===== src/core/ssor_consts.vh =====
// Constants for the strap status and override register group.
`ifndef SSOR_CONSTS_VH
`define SSOR_CONSTS_VH

// Device address of the indirect space that holds this group.
`define SSOR_DEV_ADDR        5'h02

// Register offsets inside that space.
`define SSOR_OFS_COMMON      16'h0000
`define SSOR_OFS_STRAP_STAT  16'h0001
`define SSOR_OFS_MODE_OVR    16'h0002
`define SSOR_OFS_PIN_CFG     16'h0010

// Common control field positions.
`define SSOR_CC_CLKOUT_BIT   1
`define SSOR_CC_LED_STAT_BIT 3
`define SSOR_CC_LED_OVR_BIT  4

// Strap status field positions.
`define SSOR_SS_LED_BIT      7
`define SSOR_SS_CLKOUT_BIT   5
`define SSOR_SS_ADDR_MSB     2
`define SSOR_SS_ADDR_LSB     0

// Mode override field positions.
`define SSOR_MO_ADV_MSB      15
`define SSOR_MO_ADV_LSB      12
`define SSOR_MO_WAKE_EN_BIT  10

// Pin configuration field positions.
`define SSOR_PC_MODE_MSB     15
`define SSOR_PC_MODE_LSB     14

// Reset values of fields that do not come from straps, and the fixed upper address bits.
`define SSOR_WAKE_EN_RST     1'h0
`define SSOR_PIN_MODE_RST    2'h0
`define SSOR_ADDR_UPPER      2'h0

// Shared pin selections held in the pin configuration field.
`define SSOR_PIN_INT_ONLY    2'h0
`define SSOR_PIN_WAKE_ONLY   2'h1
`define SSOR_PIN_BOTH        2'h2
`define SSOR_PIN_OFF         2'h3

`endif


===== src/core/ssor_strap_sync.v =====
// Two-stage synchroniser for the strap pin levels.
`timescale 1ns/10ps
`default_nettype none

module ssor_strap_sync #(
  parameter WIDTH = 9
) (
  input  wire             clk_i,
  input  wire [WIDTH-1:0] pin_i,
  output wire [WIDTH-1:0] sync_o
);

  // ----------------------------------------------------------------
  // One synchroniser per strap bit
  // ----------------------------------------------------------------
  genvar g;
  generate
    for (g = 0; g < WIDTH; g = g + 1) begin : g_bit
      reg meta_reg;
      reg sync_reg;
      // First stage feeds only the second stage.
      always @(posedge clk_i) begin
        meta_reg <= pin_i[g];
        sync_reg <= meta_reg;
      end
      assign sync_o[g] = sync_reg;
    end
  endgenerate

endmodule
`default_nettype wire


===== src/core/ssor_wake_pin.v =====
// Driver for the shared interrupt and wake-event open-drain pin.
`timescale 1ns/10ps
`default_nettype none

module ssor_wake_pin (
  input  wire       clk_i,
  input  wire       rst_n_i,
  input  wire       wake_enable_i,
  input  wire [1:0] pin_mode_i,
  input  wire       int_event_i,
  input  wire       wake_event_i,
  output reg        pin_o,
  output reg        pin_oe_o
);

`include "ssor_consts.vh"

  reg assert_next;

  // ----------------------------------------------------------------
  // Pin selection
  // ----------------------------------------------------------------
  // Combines the event-output enable with the two-bit pin mode.
  always @* begin
    case (pin_mode_i)
      `SSOR_PIN_INT_ONLY:  assert_next = int_event_i;
      `SSOR_PIN_WAKE_ONLY: assert_next = wake_enable_i & wake_event_i;
      `SSOR_PIN_BOTH:      assert_next = int_event_i |
                                         (wake_enable_i & wake_event_i);
      default:             assert_next = 1'b0;
    endcase
  end

  // Active-low open drain: drive low only while asserting.
  always @(posedge clk_i) begin
    if (!rst_n_i) begin
      pin_o    <= 1'b0;
      pin_oe_o <= 1'b0;
    end else begin
      pin_o    <= 1'b0;
      pin_oe_o <= assert_next; // RULE10
    end
  end

endmodule
`default_nettype wire


===== src/core/ssor_regs.v =====
// Strap status and override register group of the PHY management space.
//
// Notes on behaviour
// RULE1: A read-write bit in common control enables the reference clock output when 1 and disables it when 0, replacing the strap.
// RULE2: At reset the clock-output override bit and its strap status bit both load the sampled clock-output strap level.
// RULE3: A read-only strap status bit reports 1 for single-Indicator_style_select and 0 for tri-color dual-Indicator_style_select.
// RULE4: A read-only strap status bit reads 1 when the clock-output strap was sampled enabled, else 0.
// RULE5: A read-only three-bit field reports the low address bits latched from the address straps at reset.
// RULE6: The upper two bits of the five-bit management address are always zero.
// RULE7: Four read-write bits select the advertisement mode: all, all but gigabit half, gigabit full and half, gigabit full only.
// RULE8: At reset the four advertisement bits load from the four mode strap pins.
// RULE9: A read-write enable, reset to 0, turns wake-event signalling on the shared interrupt pin on or off.
// RULE10: The shared pin output is chosen from that enable and a two-bit field in register 10h of the same space.
// RULE11: Writes to the strap status register are ignored and its reserved bits read as zero.
`timescale 1ns/10ps
`default_nettype none

module ssor_regs (
  input  wire        clk_i,
  input  wire        rst_n_i,
  // Strap pins, sampled while reset is held.
  input  wire        ref_clock_out_enable_strap_i,
  input  wire        indicator_style_select_strap_i,
  input  wire [2:0]  phy_addr_strap_bits_i,
  input  wire [3:0]  mode_strap_i,
  // Indirect register access from the management engine.
  input  wire [4:0]  mmd_dev_i,
  input  wire [15:0] mmd_addr_i,
  input  wire        mmd_wr_i,
  input  wire        mmd_rd_i,
  input  wire [15:0] mmd_wdata_i,
  output reg  [15:0] mmd_rdata_o,
  output reg         mmd_rvalid_o,
  // Event sources for the shared pin.
  input  wire        int_event_i,
  input  wire        wake_event_i,
  // Configuration seen by the rest of the PHY.
  output reg         ref_clock_out_enable_o,
  output reg         indicator_style_select_o,
  output reg  [4:0]  phy_addr_o,
  output reg  [3:0]  adv_mode_o,
  output wire        wake_event_out_two_o,
  output wire        wake_event_out_two_oe_o
);

`include "ssor_consts.vh"

  // ----------------------------------------------------------------
  // Strap synchronisers
  // ----------------------------------------------------------------
  wire [8:0] strap_sync;

  // Straps are board levels, so they pass two flops before use.
  ssor_strap_sync #(
    .WIDTH (9)
  ) u_sync (
    .clk_i  (clk_i),
    .pin_i  ({mode_strap_i,
              phy_addr_strap_bits_i,
              indicator_style_select_strap_i,
              ref_clock_out_enable_strap_i}),
    .sync_o (strap_sync)
  );

  wire       clk_strap  = strap_sync[0];
  wire       led_strap  = strap_sync[1];
  wire [2:0] addr_strap = strap_sync[4:2];
  wire [3:0] mode_strap = strap_sync[8:5];

  // ----------------------------------------------------------------
  // Register state
  // ----------------------------------------------------------------
  reg        clk_ovr_reg;      // Clock-output override.
  reg        clk_stat_reg;     // Clock-output strap status.
  reg        led_stat_reg;     // Indicator_style_select strap status.
  reg        led_cur_reg;      // Indicator_style_select currently in force.
  reg [2:0]  addr_stat_reg;    // Latched low address bits.
  reg [3:0]  adv_ovr_reg;      // Advertisement override bits.
  reg        wake_en_reg;      // Wake-event output enable.
  reg [1:0]  pin_mode_reg;     // Shared pin mode field.

  reg        clk_ovr_next;
  reg        led_cur_next;
  reg [3:0]  adv_ovr_next;
  reg        wake_en_next;
  reg [1:0]  pin_mode_next;
  reg [15:0] rdata_next;

  // ----------------------------------------------------------------
  // Address decode
  // ----------------------------------------------------------------
  // A register is selected only inside device address two.
  wire dev_hit   = (mmd_dev_i == `SSOR_DEV_ADDR);
  wire sel_cc    = dev_hit & (mmd_addr_i == `SSOR_OFS_COMMON);
  wire sel_ss    = dev_hit & (mmd_addr_i == `SSOR_OFS_STRAP_STAT);
  wire sel_mo    = dev_hit & (mmd_addr_i == `SSOR_OFS_MODE_OVR);
  wire sel_pc    = dev_hit & (mmd_addr_i == `SSOR_OFS_PIN_CFG);
  wire wr_cc     = mmd_wr_i & sel_cc;
  wire wr_mo     = mmd_wr_i & sel_mo;
  wire wr_pc     = mmd_wr_i & sel_pc;

  // ----------------------------------------------------------------
  // Write side
  // ----------------------------------------------------------------
  // Next values for the writable fields.
  always @* begin
    clk_ovr_next  = clk_ovr_reg;
    led_cur_next  = led_cur_reg;
    adv_ovr_next  = adv_ovr_reg;
    wake_en_next  = wake_en_reg;
    pin_mode_next = pin_mode_reg;
    if (wr_cc) begin
      // Software replaces the strapped clock-output setting.
      clk_ovr_next = mmd_wdata_i[`SSOR_CC_CLKOUT_BIT]; // RULE1
      // The write-only LED override lands in the live Indicator_style_select.
      led_cur_next = mmd_wdata_i[`SSOR_CC_LED_OVR_BIT];
    end
    if (wr_mo) begin
      // All four bits are stored; the mode logic decodes them.
      adv_ovr_next = mmd_wdata_i[`SSOR_MO_ADV_MSB:`SSOR_MO_ADV_LSB]; // RULE7
      wake_en_next = mmd_wdata_i[`SSOR_MO_WAKE_EN_BIT]; // RULE9
    end
    if (wr_pc) begin
      pin_mode_next = mmd_wdata_i[`SSOR_PC_MODE_MSB:`SSOR_PC_MODE_LSB];
    end
  end

  // Reset loads strap levels; otherwise the writable fields update.
  // Reset must be held long enough for the synchronisers to fill.
  always @(posedge clk_i) begin
    if (!rst_n_i) begin
      clk_ovr_reg   <= clk_strap;          // RULE2
      clk_stat_reg  <= clk_strap;          // RULE2
      led_stat_reg  <= led_strap;          // RULE3
      led_cur_reg   <= led_strap;
      addr_stat_reg <= addr_strap;         // RULE5
      adv_ovr_reg   <= mode_strap;         // RULE8
      wake_en_reg   <= `SSOR_WAKE_EN_RST;  // RULE9
      pin_mode_reg  <= `SSOR_PIN_MODE_RST;
    end else begin
      clk_ovr_reg   <= clk_ovr_next;
      led_cur_reg   <= led_cur_next;
      adv_ovr_reg   <= adv_ovr_next;
      wake_en_reg   <= wake_en_next;
      pin_mode_reg  <= pin_mode_next;
      // Strap status fields never take bus writes.
      clk_stat_reg  <= clk_stat_reg;       // RULE11
      led_stat_reg  <= led_stat_reg;       // RULE11
      addr_stat_reg <= addr_stat_reg;      // RULE11
    end
  end

  // ----------------------------------------------------------------
  // Read side
  // ----------------------------------------------------------------
  // Read data mux; reserved and unmapped bits return zero.
  always @* begin
    rdata_next = 16'h0000;
    if (sel_cc) begin
      rdata_next[`SSOR_CC_CLKOUT_BIT]   = clk_ovr_reg;  // RULE1
      rdata_next[`SSOR_CC_LED_STAT_BIT] = led_cur_reg;
      // The LED override bit is write-only and reads as zero.
    end else if (sel_ss) begin
      rdata_next[`SSOR_SS_LED_BIT]    = led_stat_reg;   // RULE3
      rdata_next[`SSOR_SS_CLKOUT_BIT] = clk_stat_reg;   // RULE4
      rdata_next[`SSOR_SS_ADDR_MSB:`SSOR_SS_ADDR_LSB] =
        addr_stat_reg;                                  // RULE5
    end else if (sel_mo) begin
      rdata_next[`SSOR_MO_ADV_MSB:`SSOR_MO_ADV_LSB] = adv_ovr_reg; // RULE7
      rdata_next[`SSOR_MO_WAKE_EN_BIT] = wake_en_reg;   // RULE9
    end else if (sel_pc) begin
      rdata_next[`SSOR_PC_MODE_MSB:`SSOR_PC_MODE_LSB] = pin_mode_reg;
    end
  end

  // Read answer, one cycle after the strobe, for any address.
  always @(posedge clk_i) begin
    if (!rst_n_i) begin
      mmd_rdata_o  <= 16'h0000;
      mmd_rvalid_o <= 1'b0;
    end else begin
      mmd_rvalid_o <= mmd_rd_i;
      if (mmd_rd_i) begin
        mmd_rdata_o <= rdata_next; // RULE11
      end
    end
  end

  // ----------------------------------------------------------------
  // Configuration outputs
  // ----------------------------------------------------------------
  // Registered copies keep every output straight from a flop.
  always @(posedge clk_i) begin
    if (!rst_n_i) begin
      ref_clock_out_enable_o   <= 1'b0;
      indicator_style_select_o <= 1'b0;
      phy_addr_o               <= 5'h00;
      adv_mode_o               <= 4'h0;
    end else begin
      ref_clock_out_enable_o   <= clk_ovr_reg;                   // RULE1
      indicator_style_select_o <= led_cur_reg;
      phy_addr_o <= {`SSOR_ADDR_UPPER, addr_stat_reg};           // RULE6
      adv_mode_o               <= adv_ovr_reg;                   // RULE7
    end
  end

  // ----------------------------------------------------------------
  // Shared interrupt and wake-event pin
  // ----------------------------------------------------------------
  // The pin driver combines the enable with the pin mode field.
  ssor_wake_pin u_pin (
    .clk_i         (clk_i),
    .rst_n_i       (rst_n_i),
    .wake_enable_i (wake_en_reg),
    .pin_mode_i    (pin_mode_reg),
    .int_event_i   (int_event_i),
    .wake_event_i  (wake_event_i),
    .pin_o         (wake_event_out_two_o),
    .pin_oe_o      (wake_event_out_two_oe_o)
  ); // RULE10

endmodule
`default_nettype wire


===== config.mk =====
export PLATFORM = sky130hd
export DESIGN_NAME = ssor_regs
export DESIGN_NICKNAME = d
export VERILOG_FILES = /design/src/core/ssor_strap_sync.v /design/src/core/ssor_wake_pin.v /design/src/core/ssor_regs.v
export VERILOG_INCLUDE_DIRS = /design/src /design/src/core
export SDC_FILE = /design/constraint.sdc
export NUM_CORES = 1
export LEC_CHECK = 0
export BUFFER_PORTS_ARGS = -buffer_cell sky130_fd_sc_hd__buf_2
export CORE_MARGIN = 5
export CORE_UTILIZATION = 35
export CTS_CLUSTER_SIZE = 25
export DETAILED_ROUTE_END_ITERATION = 7
export HOLD_SLACK_MARGIN = 0.12
export SYNTH_ARGS = -nofsm -noshare
export SYNTH_HDL_FRONTEND = slang
export SYNTH_SLANG_ARGS = --single-unit

===== constraint.sdc =====
create_clock -name clk_i -period 2.29 [get_ports clk_i]
set_clock_uncertainty 0.1 [all_clocks]
set_input_delay 0.1145 -clock clk_i [delete_from_list [all_inputs] [get_ports clk_i]]
set_output_delay 0.1145 -clock clk_i [all_outputs]
set_load 0.02 [all_outputs]

== Word-level counts from Yosys, hierarchy flattened ==
Cells that the tools add are included.
Widths: inputs -> output; s select.

* Eq/ne operators: 8
* Reductions and logical operators: 2
* Bitwise operators: 9
* Multiplexer cells: 24

{| class="wikitable"
|+ Operators with widths
! cell !! number
|-
| $eq 16x1->1 const B || 1
|-
| $eq 16x2->1 const B || 1
|-
| $eq 16x5->1 const B || 1
|-
| $logic_not 16->1 || 1
|-
| $mux 4 || 4
|-
| $mux 1 || 15
|-
| $and 1x1->1 || 8
|-
| $mux 2 || 3
|-
| $eq 5x2->1 const B || 1
|-
| $ne 2x1->1 const B || 2
|-
| $mux 3 || 1
|-
| $pmux 1 s3 || 1
|-
| $eq 2x1->1 const B || 1
|-
| $eq 2x2->1 const B || 1
|-
| $logic_not 2->1 || 1
|-
| $or 1x1->1 || 1
|}

* Logic and storage cells: 77
* Register bits: 56
* Output and inout bits: 30
* Input bits: 52

== Logic depth before layout (Yosys ltp) ==
* Word-level depth: 6
* Depth in mapped cells: 5
* Gate-level depth less buffers: 4

== By module ==
A second synthesis with hierarchy kept.

* Cells, all modules: 175
* Area, all modules: 1986.9 um^2

{| class="wikitable"
|+ Modules (own cells, without submodules)
! module !! cells an instance !! instances !! area each (um^2) !! sequential area each (um^2)
|-
| ssor_regs || 141 || 1 || 1501.4 || 810.8
|-
| ssor_strap_sync || 27 || 1 || 427.9 || 360.3
|-
| ssor_wake_pin || 7 || 1 || 57.6 || 20.0
|}

== Worst setup path before layout ==
Ideal clock, no wire load.

* Path type: input port to flip-flop
* Start: input mmd_addr_i[2]
* End: register adv_ovr_reg[0], enable pin
* Data required time: 1.829 ns
* Stages: 3
* Buffers on the path: 0
* Library setup time: 0.361 ns
* Arrival: 1.720 ns
* Path slack: 0.109 ns
* Path through: or4_2 or4_4 o21ai_0

* Longest elaborated chain between the ends: 4

{| class="wikitable"
|+ RTL lines
! item !! RTL line !! RTL
|-
| from (decl) || ssor_regs.v:28 || <nowiki>input wire [15:0] mmd_addr_i,</nowiki>
|-
| $eq 16x2->1 (no source line) || -- ||
|-
| $and 1x1->1 || ssor_regs.v:96 || <nowiki>wire sel_mo = dev_hit & (mmd_addr_i == `SSOR_OFS_MODE_OVR);</nowiki>
|-
| $and 1x1->1 || ssor_regs.v:99 || <nowiki>wire wr_mo = mmd_wr_i & sel_mo;</nowiki>
|-
| $ne 2x1->1 (no source line) || -- ||
|-
| to (signal assigned) || ssor_regs.v:137 || <nowiki>adv_ovr_reg <= mode_strap;</nowiki>
|-
| to (signal assigned) || ssor_regs.v:143 || <nowiki>adv_ovr_reg <= adv_ovr_next;</nowiki>
|-
| to (decl) || ssor_regs.v:78 || <nowiki>reg [3:0] adv_ovr_reg;</nowiki>
|}

No other way between the ends.
A chain may end at the register's enable or synchronous reset.

== Final worst setup path ==
* Start: input mmd_addr_i[2]
* End: register adv_ovr_reg[2], enable pin

Same word-level chain as after synthesis.

==> impl_metrics.ini <==
[status]
outcome = finished clean

[timing]
final.min_clock_period_ps = 1890
maxSlewViolCount = 0
min_period_over_period_pct = 82.5
hold_violations = 0
worst_hold_check_slack_ps = 129
setup_viol = 0
rsz0062_at_grt = false
max_freq_mhz = 529
tightest_slew_ps = 646
timing.slew.headroom_pct = 56.9
setup-tns-final_ps = 0

[critical_path]
delay_of_the_slowest_cell_on_the_worst_path_ps = 730
cp_max_fo = 5
arrival_ps = 1810
crit_path_leading_delay_family = simple AND/OR/NAND/NOR gates
timing.critical_path.slowest_stage_cell = or4_2
worst-endpoint-required_ps = 2210
critical_path.startpoint_type = input pin
critical_path.endpoint_type = flip-flop
crit_type = in -> reg
timing.critical_path.from = mmd_addr_i[2]
crit-reg2reg-launch = pin_mode_reg[0]
chain_of_cells_forming_the_critical_path = buf_2 > or4_2 > or4_4 > o21ai_0 > buf_4
critical_path_buf_inv_count = 2

[grt]
grt_pass1_vias = 1406
antenna_found_initial = 0
grt-ovfl-total = 0
global_route_wire_length_before_repair_um = 6470
grt_use_total_pct = 11.6
grt_max_degree = 21

[floorplan]
fp.dieArea_um2 = 7110
design.portCount = 82
die_width_um = 84.3
floorplan.die.height_um = 84.3
num_rows = 27
fp.coreArea_um2 = 5440
initial_utilization_pct = 35.5

[synthesis]
synth_cell_types = 34
synth_xor_area_share_pct = 0.453
syn-cell-area_um2 = 1930
yosys.area_share.simple_pct = 20.3
yosysTopAreaCell = dfxtp_1
synth-edff-count = 11
ys_top_cells_by_area = dfxtp_1 (45%), edfxtp_1 (17%), buf_4 (3.9%)
proportion_of_synthesized_chip_area_in_sequential_cells_pct = 61.7
synth.ff_latch_count = 54
synth_async_sr_flop_share_pct = 0
average_cell_area_after_synthesis_um2 = 11.9
synthMuxAreaShare_pct = 3.50
syn_inst = 163
synth_top_area_share_pct = 44.6
synth_area_in_compound_gates_pct = 7.90
ys_dominant_reg_cell = dfxtp_1
yosys.area_share.adder_pct = 0
synth-warning-count = 0
synth_top_family_by_area = simple AND/OR/NAND/NOR gates

[layout]
largest_register_ffs = 11
layout.filler_cells = 507
final_common_cell = buf_2
area_delta_synth_final_pct = 34.5
seq_area_um2 = 1190
fin_util_pct = 47.8
final_layout_size_suffix_gt1_share_pct = 34.5
nets = 303
layout_common_cells = buf_2 (64), dfxtp_1 (43), dlygate4sd3_1 (19)
multiInputGateArea_um2 = 651
insertedDiodeCount = 0

[clock_tree]
cts_post_setup_buffers_inserted = 0
htree_num_levels = 2
cts_root_buf = clkbuf_8
cts.path.max_buffers = 2
tritoncts = yes
cts.reportedPaths.clkPinSlew_ps = 90
clock_latency_ps = 290
cts.sinks = 54
cts-buffers-inserted = 5

[placed_design]
detailedPlacementHpwl_um = 2920
routabilityCongestion = 0.743
placement.io_buffers = 64

[detailed_routing]
post_drt_wl_per_cell_um = 12.7
antenna_left = 0
dr_total_vias = 1432
drt-total-wl_um = 4100
vias_per_cell = 4.42
first_iter_violations = 28
number_of_design_rule_violations_left_after_detail_routing = 0
dr.pass1.iters = 3

[power_and_ir_drop]
pwr-share-comb_pct = 8.9
leakage_nw = 1.12
power.share.sequential_pct = 57.3
total_switching_power_mw = 0.373
power.switching_fraction_pct = 20.9
int_pwr_mw = 1.41
worst_ir_drop_on_vdd_mv = 0.398
p_clk_share_pct = 33.8
powerDensity_nw_per_um2 = 687

[worst_hold_path]
worst_hold_path_type = in -> reg
hold_path_startpoint = rst_n_i

[run]
cap_viol_max_count = 0
[worst min-delay path, cell delays in order]
cell	delay (ps)
buf_2	210
o21ai_0	120
a21oi_1	40
[metrics by stage]
stage                     power, mW  area [µm²]  std cells  setup slack, ps
after global routing           1.86        2600        324              339
final                          1.79        2600        324              401
after floorplan                1.13        1960        170              109
after CTS                      1.81        2600        324              408
after detailed placement       1.18        2300        297             80.2
after global placement         1.18        2300        297             91.7
[path summary, 6_finish.rpt]
path	endpoint	slack [ps]	cells past startpoint
worst max register to register	u_pin.pin_oe_o	770	4
worst min register to register	u_sync.g_bit[6].sync_reg	230	0
worst min-delay path	mmd_rdata_o[1]	130	3
worst max-delay path	adv_ovr_reg[2]	400	5
[power groups by stage]
stage / Clock, mW / Combinational (mW) / Sequential, mW
after floorplan: 0 / 0.0700 / 1.06
after global placement: 0 / 0.132 / 1.05
after detailed placement: 0 / 0.133 / 1.05
after CTS: 0.624 / 0.158 / 1.02
after global routing: 0.662 / 0.174 / 1.03
final: 0.604 / 0.158 / 1.02
[Yosys cell counts (4+ instances only)]
library cell / number
edfxtp_1: 11
and2_1: 10
or3_1: 5
buf_4: 10
nand2b_1: 9
dfxtp_1: 43
o21ai_0: 6
mux2_2: 6
nand3_1: 4
nand4_1: 5
a21oi_1: 12
[metal layers]
metal / global-route usage [%] / vias to the layer above / share of wire [%] / routed length (µm)
met1: 12.9 / 630 / 43 / 1770
met2: 20.3 / 51 / 49 / 2010
met4: 5.12 / 0 / 1.2 / 48
li1: - / 745 / - / -
met3: 3.63 / 6 / 6.8 / 278
met5: 0 / - / 0 / 0
[final cells by class]
class                   count  share of cell area (%)
repair buffers             88                    21.1
multi-input cells          99                    25.0
clock inverters             2                    1.30
well taps                  72                    3.47
flip-flops and latches     54                    45.9
inverters                   3                   0.434
clock buffers               6                    2.79
[what timing repair did]
| action | in CTS | in global routing |
|---|---|---|
| resized for setup | 0 | 0 |
| hold buffers | 19 | 0 |
| hold endpoints to repair | 21 | 0 |
[cell families (layout without fill, tap and decap cells)]
| kind of cell | Yosys count | in the layout |
|---|---|---|
| AND/OR/NAND/NOR | 59 | 59 |
| XOR/XNOR | 1 | 1 |
| AO/OA/AOI/OAI | 25 | 25 |
| multiplexers | 6 | 6 |
| other | 1 | 8 |
| buffers and inverters | 17 | 99 |
| flip-flops | 54 | 54 |
Power figures use the tool's default switching activity.
